File: config.mk
export PLATFORM = sky130hd
export DESIGN_NAME = mie_misc_exec
export DESIGN_NICKNAME = d
export VERILOG_FILES = /design/src/core/mie_pkg.sv /design/src/core/mie_misc_exec.sv /design/src/core/mie_op_decode.sv
export VERILOG_INCLUDE_DIRS = /design/src /design/src/core
export SDC_FILE = /design/constraint.sdc
export NUM_CORES = 1
export LEC_CHECK = 0
export ABC_AREA = 1
export BUFFER_PORTS_ARGS = -buffer_cell sky130_fd_sc_hd__buf_2
export CAP_MARGIN = 20
export CORE_MARGIN = 3
export CORE_UTILIZATION = 47
export CTS_BUF_LIST = sky130_fd_sc_hd__clkbuf_8 sky130_fd_sc_hd__clkbuf_16
export DETAILED_ROUTE_END_ITERATION = 8
export GPL_TIMING_DRIVEN = 0
export PLACE_DENSITY = 0.88
export SYNTH_ARGS = -nofsm -noshare
export SYNTH_HDL_FRONTEND = slang
export SYNTH_HIERARCHICAL = 1
export SYNTH_SLANG_ARGS = --single-unit
File: constraint.sdc
create_clock -name pclk -period 1.8 [get_ports pclk]
set_clock_uncertainty 0.2 [all_clocks]
set_input_delay 0.18 -clock pclk [delete_from_list [all_inputs] [get_ports pclk]]
set_output_delay 0.18 -clock pclk [all_outputs]
set_load 0.005 [all_outputs]
File: src/core/mie_defines.svh
// Constants of the miscellaneous instruction execute block
`ifndef MIE_DEFINES_SVH
`define MIE_DEFINES_SVH

// Instruction codes (10-bit instruction word)
`define MIE_OP_ADDI_HI 6'h06
`define MIE_OP_CONV_START 10'h29F
`define MIE_OP_POWER_OFF 10'h002
`define MIE_OP_POWER_EN 10'h05B
`define MIE_OP_WD_STOP 10'h29C
`define MIE_OP_WD_TEST 10'h2A0
`define MIE_OP_CONV_SKIP 10'h287

// APB register byte offsets
`define MIE_ADDR_CTRL 8'h00
`define MIE_ADDR_STATUS 8'h04
`define MIE_ADDR_IRQ_STAT 8'h08
`define MIE_ADDR_IRQ_MASK 8'h0C

// Field positions
`define MIE_CTRL_IRQEN_BIT 4
`define MIE_CTRL_MODE_BIT 3
`define MIE_ST_WDFLAG_BIT 0
`define MIE_ST_DONE_BIT 1
`define MIE_ST_STOPEN_BIT 2

// Event bits of the interrupt status register
`define MIE_EV_BACKUP 0
`define MIE_EV_CONV_START 1
`define MIE_EV_CONV_DONE 2
`define MIE_EV_WDFLAG 3

// Reset values
`define MIE_RST_CTRL 4'h0
`define MIE_RST_MASK 4'h0

`endif

File: src/core/mie_pkg.sv
// Types of the miscellaneous instruction execute block
`default_nettype none
package mie_pkg;

   // Power state, one-hot
   typedef enum logic [2:0] {
      MIE_PWR_RUN = 3'b001,
      MIE_PWR_ARMED = 3'b010,
      MIE_PWR_BACKUP = 3'b100
   } mie_pwr_t;

   // Decoded instruction class
   typedef enum logic [2:0] {
      MIE_OP_NONE, MIE_OP_ADDI, MIE_OP_POWER_OFF, MIE_OP_POWER_EN,
      MIE_OP_WD_STOP, MIE_OP_WD_TEST, MIE_OP_CONV_START, MIE_OP_CONV_SKIP
   } mie_op_t;

   // Whole state of the execute block
   typedef struct packed {
      logic wake_s1;
      logic wake_s2;
      mie_pwr_t pwr;
      logic [3:0] converter_control_reg;
      logic converter_irq_enable_bit;
      logic watchdog_stop_enable;
      logic watchdog_flag_one;
      logic conversion_done_flag;
      logic skip;
      logic [3:0] acc;
      logic acc_we;
      logic adc_start;
      logic cmp_start;
      logic [3:0] irq_stat;
      logic [3:0] irq_mask;
      logic irq;
      logic [31:0] prdata;
      logic pready;
      logic pslverr;
   } mie_state_t;

endpackage
`default_nettype wire
File: src/core/mie_misc_exec.sv
// Execute logic for power-down, watchdog, add-immediate and converter-start instructions
`timescale 1ns/10ps
`default_nettype none
`include "mie_defines.svh"

module mie_misc_exec #(
   parameter logic [9:0] OP_POWER_OFF = `MIE_OP_POWER_OFF,
   parameter logic [9:0] OP_POWER_EN = `MIE_OP_POWER_EN,
   parameter logic [9:0] OP_WD_STOP = `MIE_OP_WD_STOP,
   parameter logic [9:0] OP_WD_TEST = `MIE_OP_WD_TEST,
   parameter logic [9:0] OP_CONV_START = `MIE_OP_CONV_START,
   parameter logic [9:0] OP_CONV_SKIP = `MIE_OP_CONV_SKIP
) (
   // Clock and reset
   input wire logic pclk,
   input wire logic presetn,
   // APB slave
   input wire logic psel,
   input wire logic penable,
   input wire logic pwrite,
   input wire logic [7:0] paddr,
   input wire logic [31:0] pwdata,
   output logic [31:0] prdata,
   output logic pready,
   output logic pslverr,
   // Instruction stream from the core
   input wire logic instr_valid,
   input wire logic [9:0] instr_code,
   input wire logic [3:0] acc_in,
   // Answers to the core
   output logic skip_next,
   output logic [3:0] acc_out,
   output logic acc_we,
   // Flag set events from watchdog and converter
   input wire logic watchdog_flag_set,
   input wire logic conversion_done_set,
   // Wakeup pin, asynchronous
   input wire logic wake_pin,
   // Control outputs
   output mie_pkg::mie_pwr_t pwr_state,
   output logic watchdog_stop_enable,
   output logic watchdog_flag_one,
   output logic conversion_done_flag,
   output logic adc_start,
   output logic cmp_start,
   output logic irq
);
   import mie_pkg::*;

   ////////////////////////////////////////////////////////////////////////////
   // Decode

   mie_op_t op;
   logic [3:0] imm;
   logic exec_ok;
   logic [4:0] addi_sum;
   mie_state_t s_r;
   mie_state_t s_nxt;

   mie_op_decode #(
      .OP_POWER_OFF(OP_POWER_OFF),
      .OP_POWER_EN(OP_POWER_EN),
      .OP_WD_STOP(OP_WD_STOP),
      .OP_WD_TEST(OP_WD_TEST),
      .OP_CONV_START(OP_CONV_START),
      .OP_CONV_SKIP(OP_CONV_SKIP)
   ) u_dec (
      .instr_code(instr_code),
      .op(op),
      .imm(imm)
   );

   // Instructions are ignored while in backup mode
   assign exec_ok = instr_valid && (s_r.pwr != MIE_PWR_BACKUP);
   assign addi_sum = {1'b0, acc_in} + {1'b0, imm};

   // Is the address one of the four registers
   function automatic logic reg_hit(input logic [7:0] a);
      return (a == `MIE_ADDR_CTRL) || (a == `MIE_ADDR_STATUS) ||
             (a == `MIE_ADDR_IRQ_STAT) || (a == `MIE_ADDR_IRQ_MASK);
   endfunction

   ////////////////////////////////////////////////////////////////////////////
   // Next state

   always_comb begin
      logic [3:0] ev;
      ev = 4'h0;
      s_nxt = s_r;
      s_nxt.skip = 1'b0;
      s_nxt.acc_we = 1'b0;
      s_nxt.adc_start = 1'b0;
      s_nxt.cmp_start = 1'b0;
      s_nxt.pready = 1'b0;
      s_nxt.pslverr = 1'b0;
      // Wakeup pin synchroniser
      s_nxt.wake_s1 = wake_pin;
      s_nxt.wake_s2 = s_r.wake_s1;

      // Power state: arming lasts until the next instruction other than a power enable
      case (s_r.pwr)
         MIE_PWR_RUN: begin
            if (exec_ok && op == MIE_OP_POWER_EN) begin
               s_nxt.pwr = MIE_PWR_ARMED;
            end
         end
         MIE_PWR_ARMED: begin
            if (exec_ok && op == MIE_OP_POWER_OFF) begin
               s_nxt.pwr = MIE_PWR_BACKUP;
               ev[`MIE_EV_BACKUP] = 1'b1;
            end else if (exec_ok && op != MIE_OP_POWER_EN) begin
               s_nxt.pwr = MIE_PWR_RUN;
            end
         end
         MIE_PWR_BACKUP: begin
            if (s_r.wake_s2) begin
               s_nxt.pwr = MIE_PWR_RUN;
            end
         end
         default: begin
            s_nxt.pwr = MIE_PWR_RUN;
         end
      endcase

      // Instruction execution
      if (exec_ok) begin
         case (op)
            MIE_OP_ADDI: begin
               s_nxt.acc = addi_sum[3:0];
               s_nxt.acc_we = 1'b1;
               s_nxt.skip = ~addi_sum[4];
            end
            MIE_OP_WD_STOP: begin
               s_nxt.watchdog_stop_enable = 1'b1;
            end
            MIE_OP_WD_TEST: begin
               if (s_r.watchdog_flag_one) begin
                  s_nxt.skip = 1'b1;
                  s_nxt.watchdog_flag_one = 1'b0;
               end
            end
            MIE_OP_CONV_START: begin
               s_nxt.conversion_done_flag = 1'b0;
               ev[`MIE_EV_CONV_START] = 1'b1;
               if (s_r.converter_control_reg[`MIE_CTRL_MODE_BIT]) begin
                  s_nxt.cmp_start = 1'b1;
               end else begin
                  s_nxt.adc_start = 1'b1;
               end
            end
            MIE_OP_CONV_SKIP: begin
               if (!s_r.converter_irq_enable_bit && s_r.conversion_done_flag) begin
                  s_nxt.skip = 1'b1;
                  s_nxt.conversion_done_flag = 1'b0;
               end
            end
            default: begin
            end
         endcase
      end

      // Hardware sets win over instruction clears
      if (watchdog_flag_set) begin
         s_nxt.watchdog_flag_one = 1'b1;
         ev[`MIE_EV_WDFLAG] = 1'b1;
      end
      if (conversion_done_set) begin
         s_nxt.conversion_done_flag = 1'b1;
         ev[`MIE_EV_CONV_DONE] = 1'b1;
      end

      // APB setup: answer in the following access cycle
      if (psel && !penable) begin
         s_nxt.pready = 1'b1;
         s_nxt.pslverr = !reg_hit(paddr);
         s_nxt.prdata = 32'h0000_0000;
         if (!pwrite) begin
            case (paddr)
               `MIE_ADDR_CTRL: begin
                  s_nxt.prdata[3:0] = s_r.converter_control_reg;
                  s_nxt.prdata[`MIE_CTRL_IRQEN_BIT] = s_r.converter_irq_enable_bit;
               end
               `MIE_ADDR_STATUS: begin
                  s_nxt.prdata[`MIE_ST_WDFLAG_BIT] = s_r.watchdog_flag_one;
                  s_nxt.prdata[`MIE_ST_DONE_BIT] = s_r.conversion_done_flag;
                  s_nxt.prdata[`MIE_ST_STOPEN_BIT] = s_r.watchdog_stop_enable;
               end
               `MIE_ADDR_IRQ_STAT: begin
                  s_nxt.prdata[3:0] = s_r.irq_stat;
               end
               `MIE_ADDR_IRQ_MASK: begin
                  s_nxt.prdata[3:0] = s_r.irq_mask;
               end
               default: begin
               end
            endcase
         end
      end

      // APB access completion: writes and read-clear
      if (psel && penable && s_r.pready && reg_hit(paddr)) begin
         if (pwrite) begin
            if (paddr == `MIE_ADDR_CTRL) begin
               s_nxt.converter_control_reg = pwdata[3:0];
               s_nxt.converter_irq_enable_bit = pwdata[`MIE_CTRL_IRQEN_BIT];
            end
            if (paddr == `MIE_ADDR_IRQ_MASK) begin
               s_nxt.irq_mask = pwdata[3:0];
            end
         end else if (paddr == `MIE_ADDR_IRQ_STAT) begin
            // Clear only what the read reported, so an event taken at the setup edge stays pending
            s_nxt.irq_stat = s_r.irq_stat & ~s_r.prdata[3:0];
         end
      end

      // Sticky events, set after clear so a coincident event survives
      s_nxt.irq_stat = s_nxt.irq_stat | ev;
      s_nxt.irq = |(s_nxt.irq_stat & s_nxt.irq_mask);
   end

   ////////////////////////////////////////////////////////////////////////////
   // State register

   always_ff @(posedge pclk or negedge presetn) begin
      if (!presetn) begin
         s_r <= '{wake_s1: 1'b0, wake_s2: 1'b0, pwr: MIE_PWR_RUN,
                  converter_control_reg: `MIE_RST_CTRL, irq_mask: `MIE_RST_MASK,
                  default: '0};
      end else begin
         s_r <= s_nxt;
      end
   end

   // Outputs straight from the state register
   assign prdata = s_r.prdata;
   assign pready = s_r.pready;
   assign pslverr = s_r.pslverr;
   assign skip_next = s_r.skip;
   assign acc_out = s_r.acc;
   assign acc_we = s_r.acc_we;
   assign pwr_state = s_r.pwr;
   assign watchdog_stop_enable = s_r.watchdog_stop_enable;
   assign watchdog_flag_one = s_r.watchdog_flag_one;
   assign conversion_done_flag = s_r.conversion_done_flag;
   assign adc_start = s_r.adc_start;
   assign cmp_start = s_r.cmp_start;
   assign irq = s_r.irq;

   ////////////////////////////////////////////////////////////////////////////
   // Assertions

   a_power_off_armed: assert property (@(posedge pclk) disable iff (!presetn)
      exec_ok && op == MIE_OP_POWER_OFF && s_r.pwr == MIE_PWR_ARMED |=> s_r.pwr == MIE_PWR_BACKUP)
      else $error("armed power-off did not enter backup");

   a_power_off_unarmed: assert property (@(posedge pclk) disable iff (!presetn)
      exec_ok && op == MIE_OP_POWER_OFF && s_r.pwr == MIE_PWR_RUN |=> s_r.pwr == MIE_PWR_RUN)
      else $error("unarmed power-off changed power state");

   a_wd_stop_enable: assert property (@(posedge pclk) disable iff (!presetn)
      exec_ok && op == MIE_OP_WD_STOP |=> s_r.watchdog_stop_enable ##1 s_r.watchdog_stop_enable)
      else $error("watchdog stop enable not held");

   a_wd_test_skip: assert property (@(posedge pclk) disable iff (!presetn)
      exec_ok && op == MIE_OP_WD_TEST && s_r.watchdog_flag_one && !watchdog_flag_set
      |=> s_r.skip && !s_r.watchdog_flag_one)
      else $error("watchdog test did not skip and clear");

   a_addi_no_overflow: assert property (@(posedge pclk) disable iff (!presetn)
      exec_ok && op == MIE_OP_ADDI && !addi_sum[4]
      |=> s_r.skip && s_r.acc_we && s_r.acc == $past(acc_in) + $past(imm))
      else $error("add-immediate without overflow wrong");

   a_addi_overflow: assert property (@(posedge pclk) disable iff (!presetn)
      exec_ok && op == MIE_OP_ADDI && addi_sum[4] |=> !s_r.skip && s_r.acc_we)
      else $error("add-immediate overflow skipped");

   a_conv_start_adc: assert property (@(posedge pclk) disable iff (!presetn)
      exec_ok && op == MIE_OP_CONV_START && !s_r.converter_control_reg[`MIE_CTRL_MODE_BIT] && !conversion_done_set
      |=> s_r.adc_start && !s_r.cmp_start && !s_r.conversion_done_flag)
      else $error("conversion start wrong in conversion mode");

   a_conv_start_cmp: assert property (@(posedge pclk) disable iff (!presetn)
      exec_ok && op == MIE_OP_CONV_START && s_r.converter_control_reg[`MIE_CTRL_MODE_BIT]
      |=> s_r.cmp_start && !s_r.adc_start)
      else $error("comparator start wrong in comparator mode");

   a_done_skip_hit: assert property (@(posedge pclk) disable iff (!presetn)
      exec_ok && op == MIE_OP_CONV_SKIP && !s_r.converter_irq_enable_bit &&
      s_r.conversion_done_flag && !conversion_done_set |=> s_r.skip && !s_r.conversion_done_flag)
      else $error("done-skip did not skip and clear");

   a_done_skip_nop: assert property (@(posedge pclk) disable iff (!presetn)
      exec_ok && op == MIE_OP_CONV_SKIP && s_r.converter_irq_enable_bit
      |=> !s_r.skip && s_r.conversion_done_flag == $past(s_r.conversion_done_flag || conversion_done_set))
      else $error("done-skip acted with irq enable set");

endmodule
`default_nettype wire

File: src/core/mie_op_decode.sv
// Instruction word decoder of the execute block
`timescale 1ns/10ps
`default_nettype none
`include "mie_defines.svh"

module mie_op_decode #(
   parameter logic [9:0] OP_POWER_OFF = `MIE_OP_POWER_OFF,
   parameter logic [9:0] OP_POWER_EN = `MIE_OP_POWER_EN,
   parameter logic [9:0] OP_WD_STOP = `MIE_OP_WD_STOP,
   parameter logic [9:0] OP_WD_TEST = `MIE_OP_WD_TEST,
   parameter logic [9:0] OP_CONV_START = `MIE_OP_CONV_START,
   parameter logic [9:0] OP_CONV_SKIP = `MIE_OP_CONV_SKIP
) (
   // Instruction word
   input wire logic [9:0] instr_code,
   // Decoded class and immediate
   output mie_pkg::mie_op_t op,
   output logic [3:0] imm
);
   import mie_pkg::*;

   // Map one instruction word onto its class
   function automatic mie_op_t classify(input logic [9:0] code);
      mie_op_t k;
      k = MIE_OP_NONE;
      if (code[9:4] == `MIE_OP_ADDI_HI) begin
         k = MIE_OP_ADDI;
      end else if (code == OP_POWER_OFF) begin
         k = MIE_OP_POWER_OFF;
      end else if (code == OP_POWER_EN) begin
         k = MIE_OP_POWER_EN;
      end else if (code == OP_WD_STOP) begin
         k = MIE_OP_WD_STOP;
      end else if (code == OP_WD_TEST) begin
         k = MIE_OP_WD_TEST;
      end else if (code == OP_CONV_START) begin
         k = MIE_OP_CONV_START;
      end else if (code == OP_CONV_SKIP) begin
         k = MIE_OP_CONV_SKIP;
      end
      return k;
   endfunction

   // Class and low nibble
   assign op = classify(instr_code);
   assign imm = instr_code[3:0];

endmodule
`default_nettype wire

* Word level (Yosys, flattened, before mapping)
Index checks and enable logic that the tools add are counted.
** Storage, ports and cells
- Bits in registers :: 37
- Input port bits :: 63
- Output and inout port bits :: 49
- Word-level logic and storage cells :: 118
** Operators by class
- Reductions and logical operators :: 27
- Bitwise operators :: 5
- Eq/ne operators :: 26
- Mux-type cells :: 40
- Add/subtract/negate cells :: 1
** Operator list (count)
- == test 10 bit (second input constant) :: 4
- 2-to-1 mux 3 bit :: 11
- == test 8 x 4 -> 1 bit (second input constant) :: 2
- 2-to-1 mux 4 bit :: 4
- == test 3 bit (second input constant) :: 5
- 2-to-1 mux 1 bit :: 13
- case mux 3 bit (4 select lines) :: 1
- == test 10 x 2 -> 1 bit (second input constant) :: 1
- == test 10 x 7 -> 1 bit (second input constant) :: 1
- 2-to-1 mux 10 bit :: 1
- 2-to-1 mux 5 bit :: 2
- == test 3 x 2 -> 1 bit (second input constant) :: 3
- logical AND 1 bit :: 9
- inequality test 3 bit (second input constant) :: 3
- case mux 3 bit (3 select lines) :: 1
- AND reduction 3 bit :: 3
- bitwise AND 4 bit :: 2
- == test 8 x 3 -> 1 bit (second input constant) :: 1
- logical NOT 8 bit :: 1
- 2-to-1 mux 8 bit :: 1
- == test 3 x 1 -> 1 bit (second input constant) :: 2
- == test 6 x 3 -> 1 bit (second input constant) :: 1
- 2-to-1 mux 2 bit :: 3
- case mux 1 bit (3 select lines) :: 2
- 13 further kinds :: 22

* Longest topological paths before layout
Gate-level depths: netlist (run 1).
- Depth after elaboration :: 15
- Mapped depth :: 15
- Depth with buffers taken out :: 15

* Modules after synthesis
The synthesis (run 1) kept the hierarchy.
** Modules (own cells, without submodules)
- mie_misc_exec :: area each 2163.3 um^2, times used 1, cells each 254, seq. area each 927.1 um^2
- mie_op_decode :: area each 291.5 um^2, times used 1, cells each 67, seq. area each 0.0 um^2

* Worst setup path after synthesis (run 1)
OpenSTA, ideal clock, no wires.
- Path type :: input -> register
- Start point :: in instr_code[9]
- End point :: reg s_r (netlist bit acc_out[3])
- Library setup time :: 128 ps
- Arrival time :: 1256 ps
- Required time :: 1472 ps
- Path buffers :: 0
- Cell stages on the path :: 12
- Setup slack :: 216 ps
- Cells stage by stage :: nor2_1 > nand3_1 > nor2_2 > nor2_1 > nand2_1 > nand2_1 > nor2_1 > inv_1 > nor2_4 > inv_1 > nand2_1 > o21ai_0
** On the way
- Word-level cells in the longest chain between the ends :: 10
- Elaborated cells between the ends (all ways) :: 16
- Those cells by class :: eq/ne: 8; mux: 7; reduce/logical: 1
** RTL lines
- from (decl) :: line mie_misc_exec.sv:28 : input wire logic [9:0] instr_code,
- == test 10 bit :: line mie_op_decode.sv:38 : end else if (code == OP_CONV_SKIP) begin
- 2-to-1 mux 3 bit :: line mie_op_decode.sv:38
- 2-to-1 mux 3 bit :: line mie_op_decode.sv:36 : end else if (code == OP_CONV_START) begin
- 2-to-1 mux 3 bit :: line mie_op_decode.sv:34 : end else if (code == OP_WD_TEST) begin
- 2-to-1 mux 3 bit :: line mie_op_decode.sv:32 : end else if (code == OP_WD_STOP) begin
- 2-to-1 mux 3 bit :: line mie_op_decode.sv:30 : end else if (code == OP_POWER_EN) begin
- 2-to-1 mux 3 bit :: line mie_op_decode.sv:28 : end else if (code == OP_POWER_OFF) begin
- 2-to-1 mux 3 bit (*) :: line mie_op_decode.sv:26 : if (code[9:4] == `MIE_OP_ADDI_HI) begin
- net op[0] :: line mie_misc_exec.sv:53 : mie_op_t op;
- == test 3 x 1 -> 1 bit (*) :: line mie_misc_exec.sv:127 : case (op)
- AND reduction 2 bit (no line) (*)
- to (signal assigned) :: line mie_misc_exec.sv:226 : s_r <= '{wake_s1: 1'b0, wake_s2: 1'b0, pwr: MIE_PWR_RUN,
- to (signal assigned) :: line mie_misc_exec.sv:230 : s_r <= s_nxt;
- to (decl) :: line mie_misc_exec.sv:57 : mie_state_t s_r;
The timed path passes the listed nets; every way through them passes the cells marked *.
A chain may end at the register's enable or synchronous reset.

* Worst setup path in the final report (run 1)
- Start point :: in penable
- End point :: reg s_r[54] in the netlist's numbering
** On the way
- Word-level cells in the longest chain between the ends :: 4
** RTL lines
- from (decl) :: line mie_misc_exec.sv:19 : input wire logic penable,
- logical AND 1 bit (3 in series) :: line mie_misc_exec.sv:201 : if (psel && penable && s_r.pready && reg_hit(paddr)) begin
- AND reduction 3 bit (no line)
No other way between the ends.

==> results of run 1 <==
[state kept, by name, summed over array words and instances, names as in the netlist, 3 cells and up]
| register | count |
|---|---|
| s_r | 14 |
| prdata | 5 |
| acc_out | 4 |
| pwr_state | 3 |
[synth_stat cells (all sizes together)]
master,number
a21oi,2
a31oi,1
buf,43
conb,1
dfrtp,36
dfstp,1
fa,1
ha,4
inv,42
mux2,5
nand2,78
nand3,29
nand4,5
nor2,46
nor3,3
nor4,1
o21ai,19
o41ai,1
or2,1
xnor2,1
xor2,1
[stage by stage]
stage | cells | hold WS, ps
after floorplan | 347 | -316
after global placement | 471 | 89.4
after detailed placement | 471 | 97.4
after CTS | 490 | 42.2
after global routing | 493 | 55.4
final | 493 | 47.0
[cell type report]
class	count	share of cell area (%)
Buffer	43	10.1
Multi-Input combinational cell	225	36.3
Inverter	42	4.95
Tap cell	67	2.63
Sequential cell	37	29.1
Timing Repair Buffer	71	13.1
Clock inverter	2	1.18
Clock buffer	6	2.60
[layer usage]
layer	vias to the layer above	part of all wire, %	track usage [%]
met5	-	0	0
met3	11	6.4	2.87
met4	0	1.6	6.12
met1	963	42	21.7
li1	1149	-	-
met2	99	50	31.1
[kinds of logic (layout without fill, tap and decap cells)]
group	Yosys count	in the layout	share of synthesized area (%)
xor gates and xnor gates	2	2	0.714
DFF	37	37	37.8
other	1	27	0.153
and+or+nand+nor	163	163	31.0
muxes	5	5	3.06
AOI/OAI and AO/OA	23	23	4.89
buffers and inverters	85	164	19.6
adders and majority gates	5	5	2.85
[path summary, 6_finish.rpt]
kind	start	endpoint	slack [ps]	depth (start not counted)
min in group asynchronous	presetn	acc_out[2]$_DFFE_PN0P_	310	2
worst min-delay path	instr_valid	acc_we$_DFF_PN0_	50	3
max in group asynchronous	presetn	pready$_DFF_PN0_	600	2
worst max register to register	pwr_state[0]$_DFFE_PN1P_	conversion_done_flag$_DFFE_PN0P_	110	8
worst max-delay path	penable	s_r[54]$_DFFE_PN0P_	90	7
worst min register to register	s_nxt[62]$_DFF_PN0_	s_r[62]$_DFF_PN0_	170	0
[critical path, stage by stage]
cell	delay (ps)
sky130_fd_sc_hd__dlygate4sd3_1	520
sky130_fd_sc_hd__buf_2	140
sky130_fd_sc_hd__nand3_2	100
sky130_fd_sc_hd__nor2_4	190
sky130_fd_sc_hd__buf_4	150
sky130_fd_sc_hd__nand2_4	80
sky130_fd_sc_hd__mux2_4	320
[report_power, final]
group          total, W  switching [W]  internal (W)
sequential     0.000910      0.0000257      0.000885
combinational  0.000445       0.000222      0.000223
clock          0.000738       0.000287      0.000450
total           0.00209       0.000535       0.00156
[repair_timing]
item                                    in CTS  in global routing
resized for setup                            0                  4
pin swaps                                    0                  1
cloned                                       0                  0
hold buffers                                10                  0
endpoints found under the setup margin       1                  6
endpoints found under the hold margin       52                  0
setup buffers                                1                  3
==> impl_metrics.csv, run 1 <==
group,metric,value,unit
outcome,outcome,"finished, final reports clean",
place,gp_routability_congestion,0.846,
place,port_buffers,57,
sta,fmax,586,MHz
critical_path,kind_of_end_point_of_the_critical_path,"register",
synth,netlist_area,2450,um2
floorplan,floorplan.die_area,6130,um2
final_layout,mostFrequentLayoutCell,"sky130_fd_sc_hd__nand2_1",
critical_path,timing.critical_path.from_type,"input port",
critical_path,cp_max_fo,5,
drt,drt_drc_violations_left,0,
final_layout,multi_input_comb_area,1150,um2
drt,drt-wirelength-per-cell,10.8,um
critical_path,worst_ep_arrival_time,1680,ps
final_layout,antenna_cells_inserted,0,
drt,detail-route-antenna-nets,0,
final_layout,final.fill_count,430,
sta,finalHoldViolations,0,
floorplan,initial_cell_density_of_the_core,50.3,%
place,preCtsSetupSlack,-128,ps
global_routing,antenna_violations_before_repair,0,
final_layout,seqCellArea,927,um2
min_path,min_path_type,"input port to register",
floorplan,die-width,78.3,um
clock_tree,insertion_delay,290,ps
synth,synth_top_cell_by_area,"sky130_fd_sc_hd__dfrtp_1",
clock_tree,clock_slew_at_reported_path_ffs,70,ps
drt,vias,2222,
synth,synth.yosys.seq_area_share,37.8,%
power_and_ir_drop,vdd_ir_drop_max,321,uV
critical_path,crit_required,1770,ps
global_routing,via_count_of_the_first_global_routing_pass,2073,
place,hpwl,4.15,mm
final_layout,post_layout_util,65.2,%
final_layout,layout-drive-gt1-share,33.8,%
sta,relSlewSlack,47.8,%
power_and_ir_drop,static-leakage-power,1.83,nW
synth,syn-mean-instance-area,7.65,um2
critical_path,classification_of_the_worst_setup_path,"input port to register",
place,detailed_place.area,2920,um2
sta,final.period_utilization,94.8,%
clock_tree,clock_tree.htree_level_count,2,
global_routing,maximum_number_of_pins_on_one_net_before_global_route_repair,38,
drt,dr.first_iter.drc_count,106,
drt,number_of_iterations_in_the_first_detailed_routing_pass,4,
floorplan,core.rowCount,25,
sta,final-setup-viol-count,0,
final_layout,final_net_count,493,
sta,finalWorstPathRequiredPeriod,1710,ps
power_and_ir_drop,power_density,658,nW/um2
clock_tree,clock-root-buffer,"sky130_fd_sc_hd__clkbuf_8",
sta,setup_ws,93.0,ps
synth,yosys_register_bits,37,
sta,final_total_negative_setup_slack,0,ps
floorplan,floorplan_core_area,4880,um2
synth,synth_area_leaders,"sky130_fd_sc_hd__dfrtp_1 37%, sky130_fd_sc_hd__buf_4 13%, sky130_fd_sc_hd__nand2_1 11%, sky130_fd_sc_hd__inv_1 5.8%, sky130_fd_sc_hd__nand3_1 5.7%",
clock_tree,clock_buffers_created_by_tritoncts,5,
final_layout,finish.instance_area,3180,um2
floorplan,die_height,78.3,um
sta,grt_setup_unrepaired,"no",
drt,vias_per_cell,4.51,
sta,worst-slew-pin-transition,783,ps
clock_tree,cts_tree,"yes",
clock_tree,clock_tree.buffer_depth,2,
final_layout,syn_to_final_growth,29.6,%
synth,synth_largest_type_area_fraction,36.7,%
synth,synthesis.yosys.warnings,6,
final_layout,layout.cells.most_common_list,"72 x sky130_fd_sc_hd__nand2_1, 57 x sky130_fd_sc_hd__buf_2, 47 x sky130_fd_sc_hd__buf_4, 38 x sky130_fd_sc_hd__inv_1, 36 x sky130_fd_sc_hd__dfrtp_1",
floorplan,design.portCount,112,
global_routing,grt.total_usage,17.6,%
drt,totalWireLength,5.33,mm
sta,slew_limit_fails,0,
global_routing,grt_overflow_total,0,
clock_tree,clkSinkCount,37,
flow_run,max_cap_viol_count,0,
synth,post_synth_inst_count,321,
synth,synth.distinct_cells,27,
power_and_ir_drop,power,0.00209,W
global_routing,grt_pass1_wl,8.76,mm
Note: power is estimated with default switching activity, not from simulation.
==> run 2, diff against run 1 <==
--- a/config.mk
+++ b/config.mk
@@ -15,6 +15,7 @@
 export DETAILED_ROUTE_END_ITERATION = 8
 export GPL_TIMING_DRIVEN = 0
 export PLACE_DENSITY = 0.88
+export RECOVER_POWER = 50
 export SYNTH_ARGS = -nofsm -noshare
 export SYNTH_HDL_FRONTEND = slang
 export SYNTH_HIERARCHICAL = 1
==> run 2 against run 1 <==
Effect of this change: clock power hardly changed; total power is 0.15% lower; routed wire length hardly changed; critical path type unchanged; largest cell class unchanged; final area is 0.31% lower; via count is 0.27% higher; hold slack better by 0.83 ps; sequential share of layout area is 0.092 points higher; first-iteration DRC count is 10% lower; fmax hardly changed; sequential power hardly changed.
==> impl_metrics.csv, run 2 (synthesized netlist as in run 1, its figures left out) <==
group,metric,value,unit
outcome,outcome,"finished, final reports clean",
critical_path,max_stage_delay,520,ps
sta,relSlewSlack,42.1,%
drt,vias_per_cell,4.52,
floorplan,floorplan.die_area,6130,um2
critical_path,reg2reg_to,"conversion_done_flag$_DFFE_PN0P_",
sta,grt_setup_unrepaired,"no",
critical_path,minimum_setup_slack_among_reg_to_reg_paths,110,ps
drt,vias,2228,
final_layout,layout.cells.most_common_list,"72 x sky130_fd_sc_hd__nand2_1, 48 x sky130_fd_sc_hd__buf_2, 38 x sky130_fd_sc_hd__inv_1, 38 x sky130_fd_sc_hd__buf_4, 36 x sky130_fd_sc_hd__dfrtp_1",
final_layout,final_net_count,493,
drt,wl_met3,366,um
sta,final-setup-viol-count,0,
floorplan,design.portCount,112,
drt,drt-met1-wl,2.19,mm
clock_tree,insertion_delay,290,ps
clock_tree,clock_slew_at_reported_path_ffs,70,ps
final_layout,final.fill_count,436,
clock_tree,clock_buffers_created_by_tritoncts,5,
min_path,hold_path_depth,3,
clock_tree,clkSinkCount,37,
final_layout,largest_register_ff_count,14,
place,gp_routability_congestion,0.846,
floorplan,die_height,78.3,um
place,hpwl,4.15,mm
sta,final_total_negative_setup_slack,0,ps
final_layout,regMostFlops,"s_r",
sta,slew_limit_fails,0,
critical_path,worst_ep_arrival_time,1680,ps
global_routing,grt.total_usage,17.6,%
clock_tree,clock_tree.htree_level_count,2,
critical_path,timing.critical_path.from_type,"input port",
floorplan,die-width,78.3,um
drt,detail-route-antenna-nets,0,
drt,number_of_iterations_in_the_first_detailed_routing_pass,4,
critical_path,kind_of_end_point_of_the_critical_path,"register",
min_path,min_from,"instr_valid",
drt,drt-wirelength-per-cell,10.8,um
sta,worst-slew-pin-transition,869,ps
min_path,min_path_type,"input port to register",
critical_path,cp_max_fo,5,
drt,dr_wl_met2,2.66,mm
final_layout,mostFrequentLayoutCell,"sky130_fd_sc_hd__nand2_1",
final_layout,syn_to_final_growth,29.2,%
final_layout,seqCellArea,927,um2
power_and_ir_drop,vdd_ir_drop_max,321,uV
global_routing,grt_overflow_total,0,
critical_path,classification_of_the_worst_setup_path,"input port to register",
final_layout,layout-drive-gt1-share,31.9,%
power_and_ir_drop,static-leakage-power,1.80,nW
final_layout,antenna_cells_inserted,0,
floorplan,initial_cell_density_of_the_core,50.3,%
power_and_ir_drop,power_density,659,nW/um2
critical_path,worst_path_cell_with_the_longest_stage_delay,"sky130_fd_sc_hd__dlygate4sd3_1",
final_layout,finish.instance_area,3170,um2
min_path,worst_hold_path.endpoint,"acc_we$_DFF_PN0_",
global_routing,antenna_violations_before_repair,0,
critical_path,crit_required,1770,ps
critical_path,rr_worst_depth,8,
global_routing,maximum_number_of_pins_on_one_net_before_global_route_repair,38,
clock_tree,clock-root-buffer,"sky130_fd_sc_hd__clkbuf_8",
flow_run,max_cap_viol_count,0,
floorplan,core.rowCount,25,
clock_tree,cts_tree,"yes",
critical_path,worstReg2RegStart,"pwr_state[0]$_DFFE_PN1P_",
place,port_buffers,57,
final_layout,multi_input_comb_area,1150,um2
drt,totalWireLength,5.33,mm
drt,top_layer,"met4",
sta,fmax,586,MHz
sta,finalHoldViolations,0,
floorplan,floorplan_core_area,4880,um2
place,detailed_place.area,2920,um2
global_routing,via_count_of_the_first_global_routing_pass,2073,
drt,dr.first_iter.drc_count,95,
sta,final.period_utilization,94.9,%
drt,drt_drc_violations_left,0,
global_routing,grt_pass1_wl,8.76,mm
sta,finalWorstPathRequiredPeriod,1710,ps
critical_path,worstPathCellList,"dlygate4sd3_1, buf_2, nand3_2, nor2_4, buf_4, nand2_4, mux2_4",
clock_tree,clock_tree.buffer_depth,2,
==> run 2: changes by cell type in the layout (fill, tap and decap cells not counted) <==
cell	change
sky130_fd_sc_hd__buf_2	-9
sky130_fd_sc_hd__clkbuf_2	+1
sky130_fd_sc_hd__clkbuf_1	+8
sky130_fd_sc_hd__buf_4	-9
sky130_fd_sc_hd__clkbuf_4	+9
==> run 2: power breakdown <==
group / total (W) / leakage (nW) / internal, W / switching [W]
registers: 0.000910 / 0.477 / 0.000885 / 0.0000253
logic: 0.000440 / 1.27 / 0.000218 / 0.000222
clock network: 0.000739 / 0.0574 / 0.000450 / 0.000289
total: 0.00209 / 1.80 / 0.00155 / 0.000537
==> run 2: metrics by stage <==
step / hold slack, ps / setup WS, ps / std cells / utilization (%) / power (W)
after floorplan: -316 / 216 / 347 / - / 0.00120
after global placement: 89.4 / -76.7 / 471 / 59.9 / 0.00133
after detailed placement: 97.4 / -128 / 471 / 59.9 / 0.00135
after CTS: 42.2 / 113 / 490 / 64.5 / 0.00210
after global routing: 55.4 / 7.35 / 493 / 65.0 / 0.00220
final: 47.9 / 92.5 / 493 / 65.0 / 0.00209
==> run 2: timing repair <==
item / in CTS / in global routing
setup buffers: 1 / 3
pin swaps: 0 / 1
hold buffers: 10 / 0
gates resized for setup: 0 / 4
setup endpoints to repair: 1 / 6
endpoints found under the hold margin: 52 / 0
==> run 2: area by class of cell <==
| class | instances | area share (%) |
|---|---|---|
| plain buffers | 43 | 10.2 |
| clock buffers | 6 | 2.60 |
| clock inverters | 2 | 1.18 |
| inverters | 42 | 4.97 |
| multi-input cells | 225 | 36.4 |
| flip-flops and latches | 37 | 29.2 |
| well taps | 67 | 2.64 |
| repair buffers | 71 | 12.8 |
==> run 2: worst max-delay path: cells and delay by family <==
family	cells	cell delay [ps]
mux	1	320
simple gates	3	380
buf+inv	3	810
==> run 2: routing by layer <==
layer | track usage (%) | vias to the layer above
met1 | 21.7 | 961
met5 | 0 | -
met2 | 31.1 | 102
met3 | 2.87 | 17
li1 | - | 1148
met4 | 6.12 | 0
==> run 2: worst max-delay path by stage <==
stage,startpoint,end,slack [ps],cells after the start
global route,instr_code[8],acc_out[3]$_DFFE_PN0P_,7,16
finish,penable,s_r[54]$_DFFE_PN0P_,90,7
CTS,penable,irq$_DFF_PN0_,110,11
global placement,instr_code[2],acc_out[3]$_DFFE_PN0P_,-80,13
floorplan,instr_code[9],acc_out[3]$_DFFE_PN0P_,220,12
detailed placement,instr_code[9],acc_out[3]$_DFFE_PN0P_,-130,13
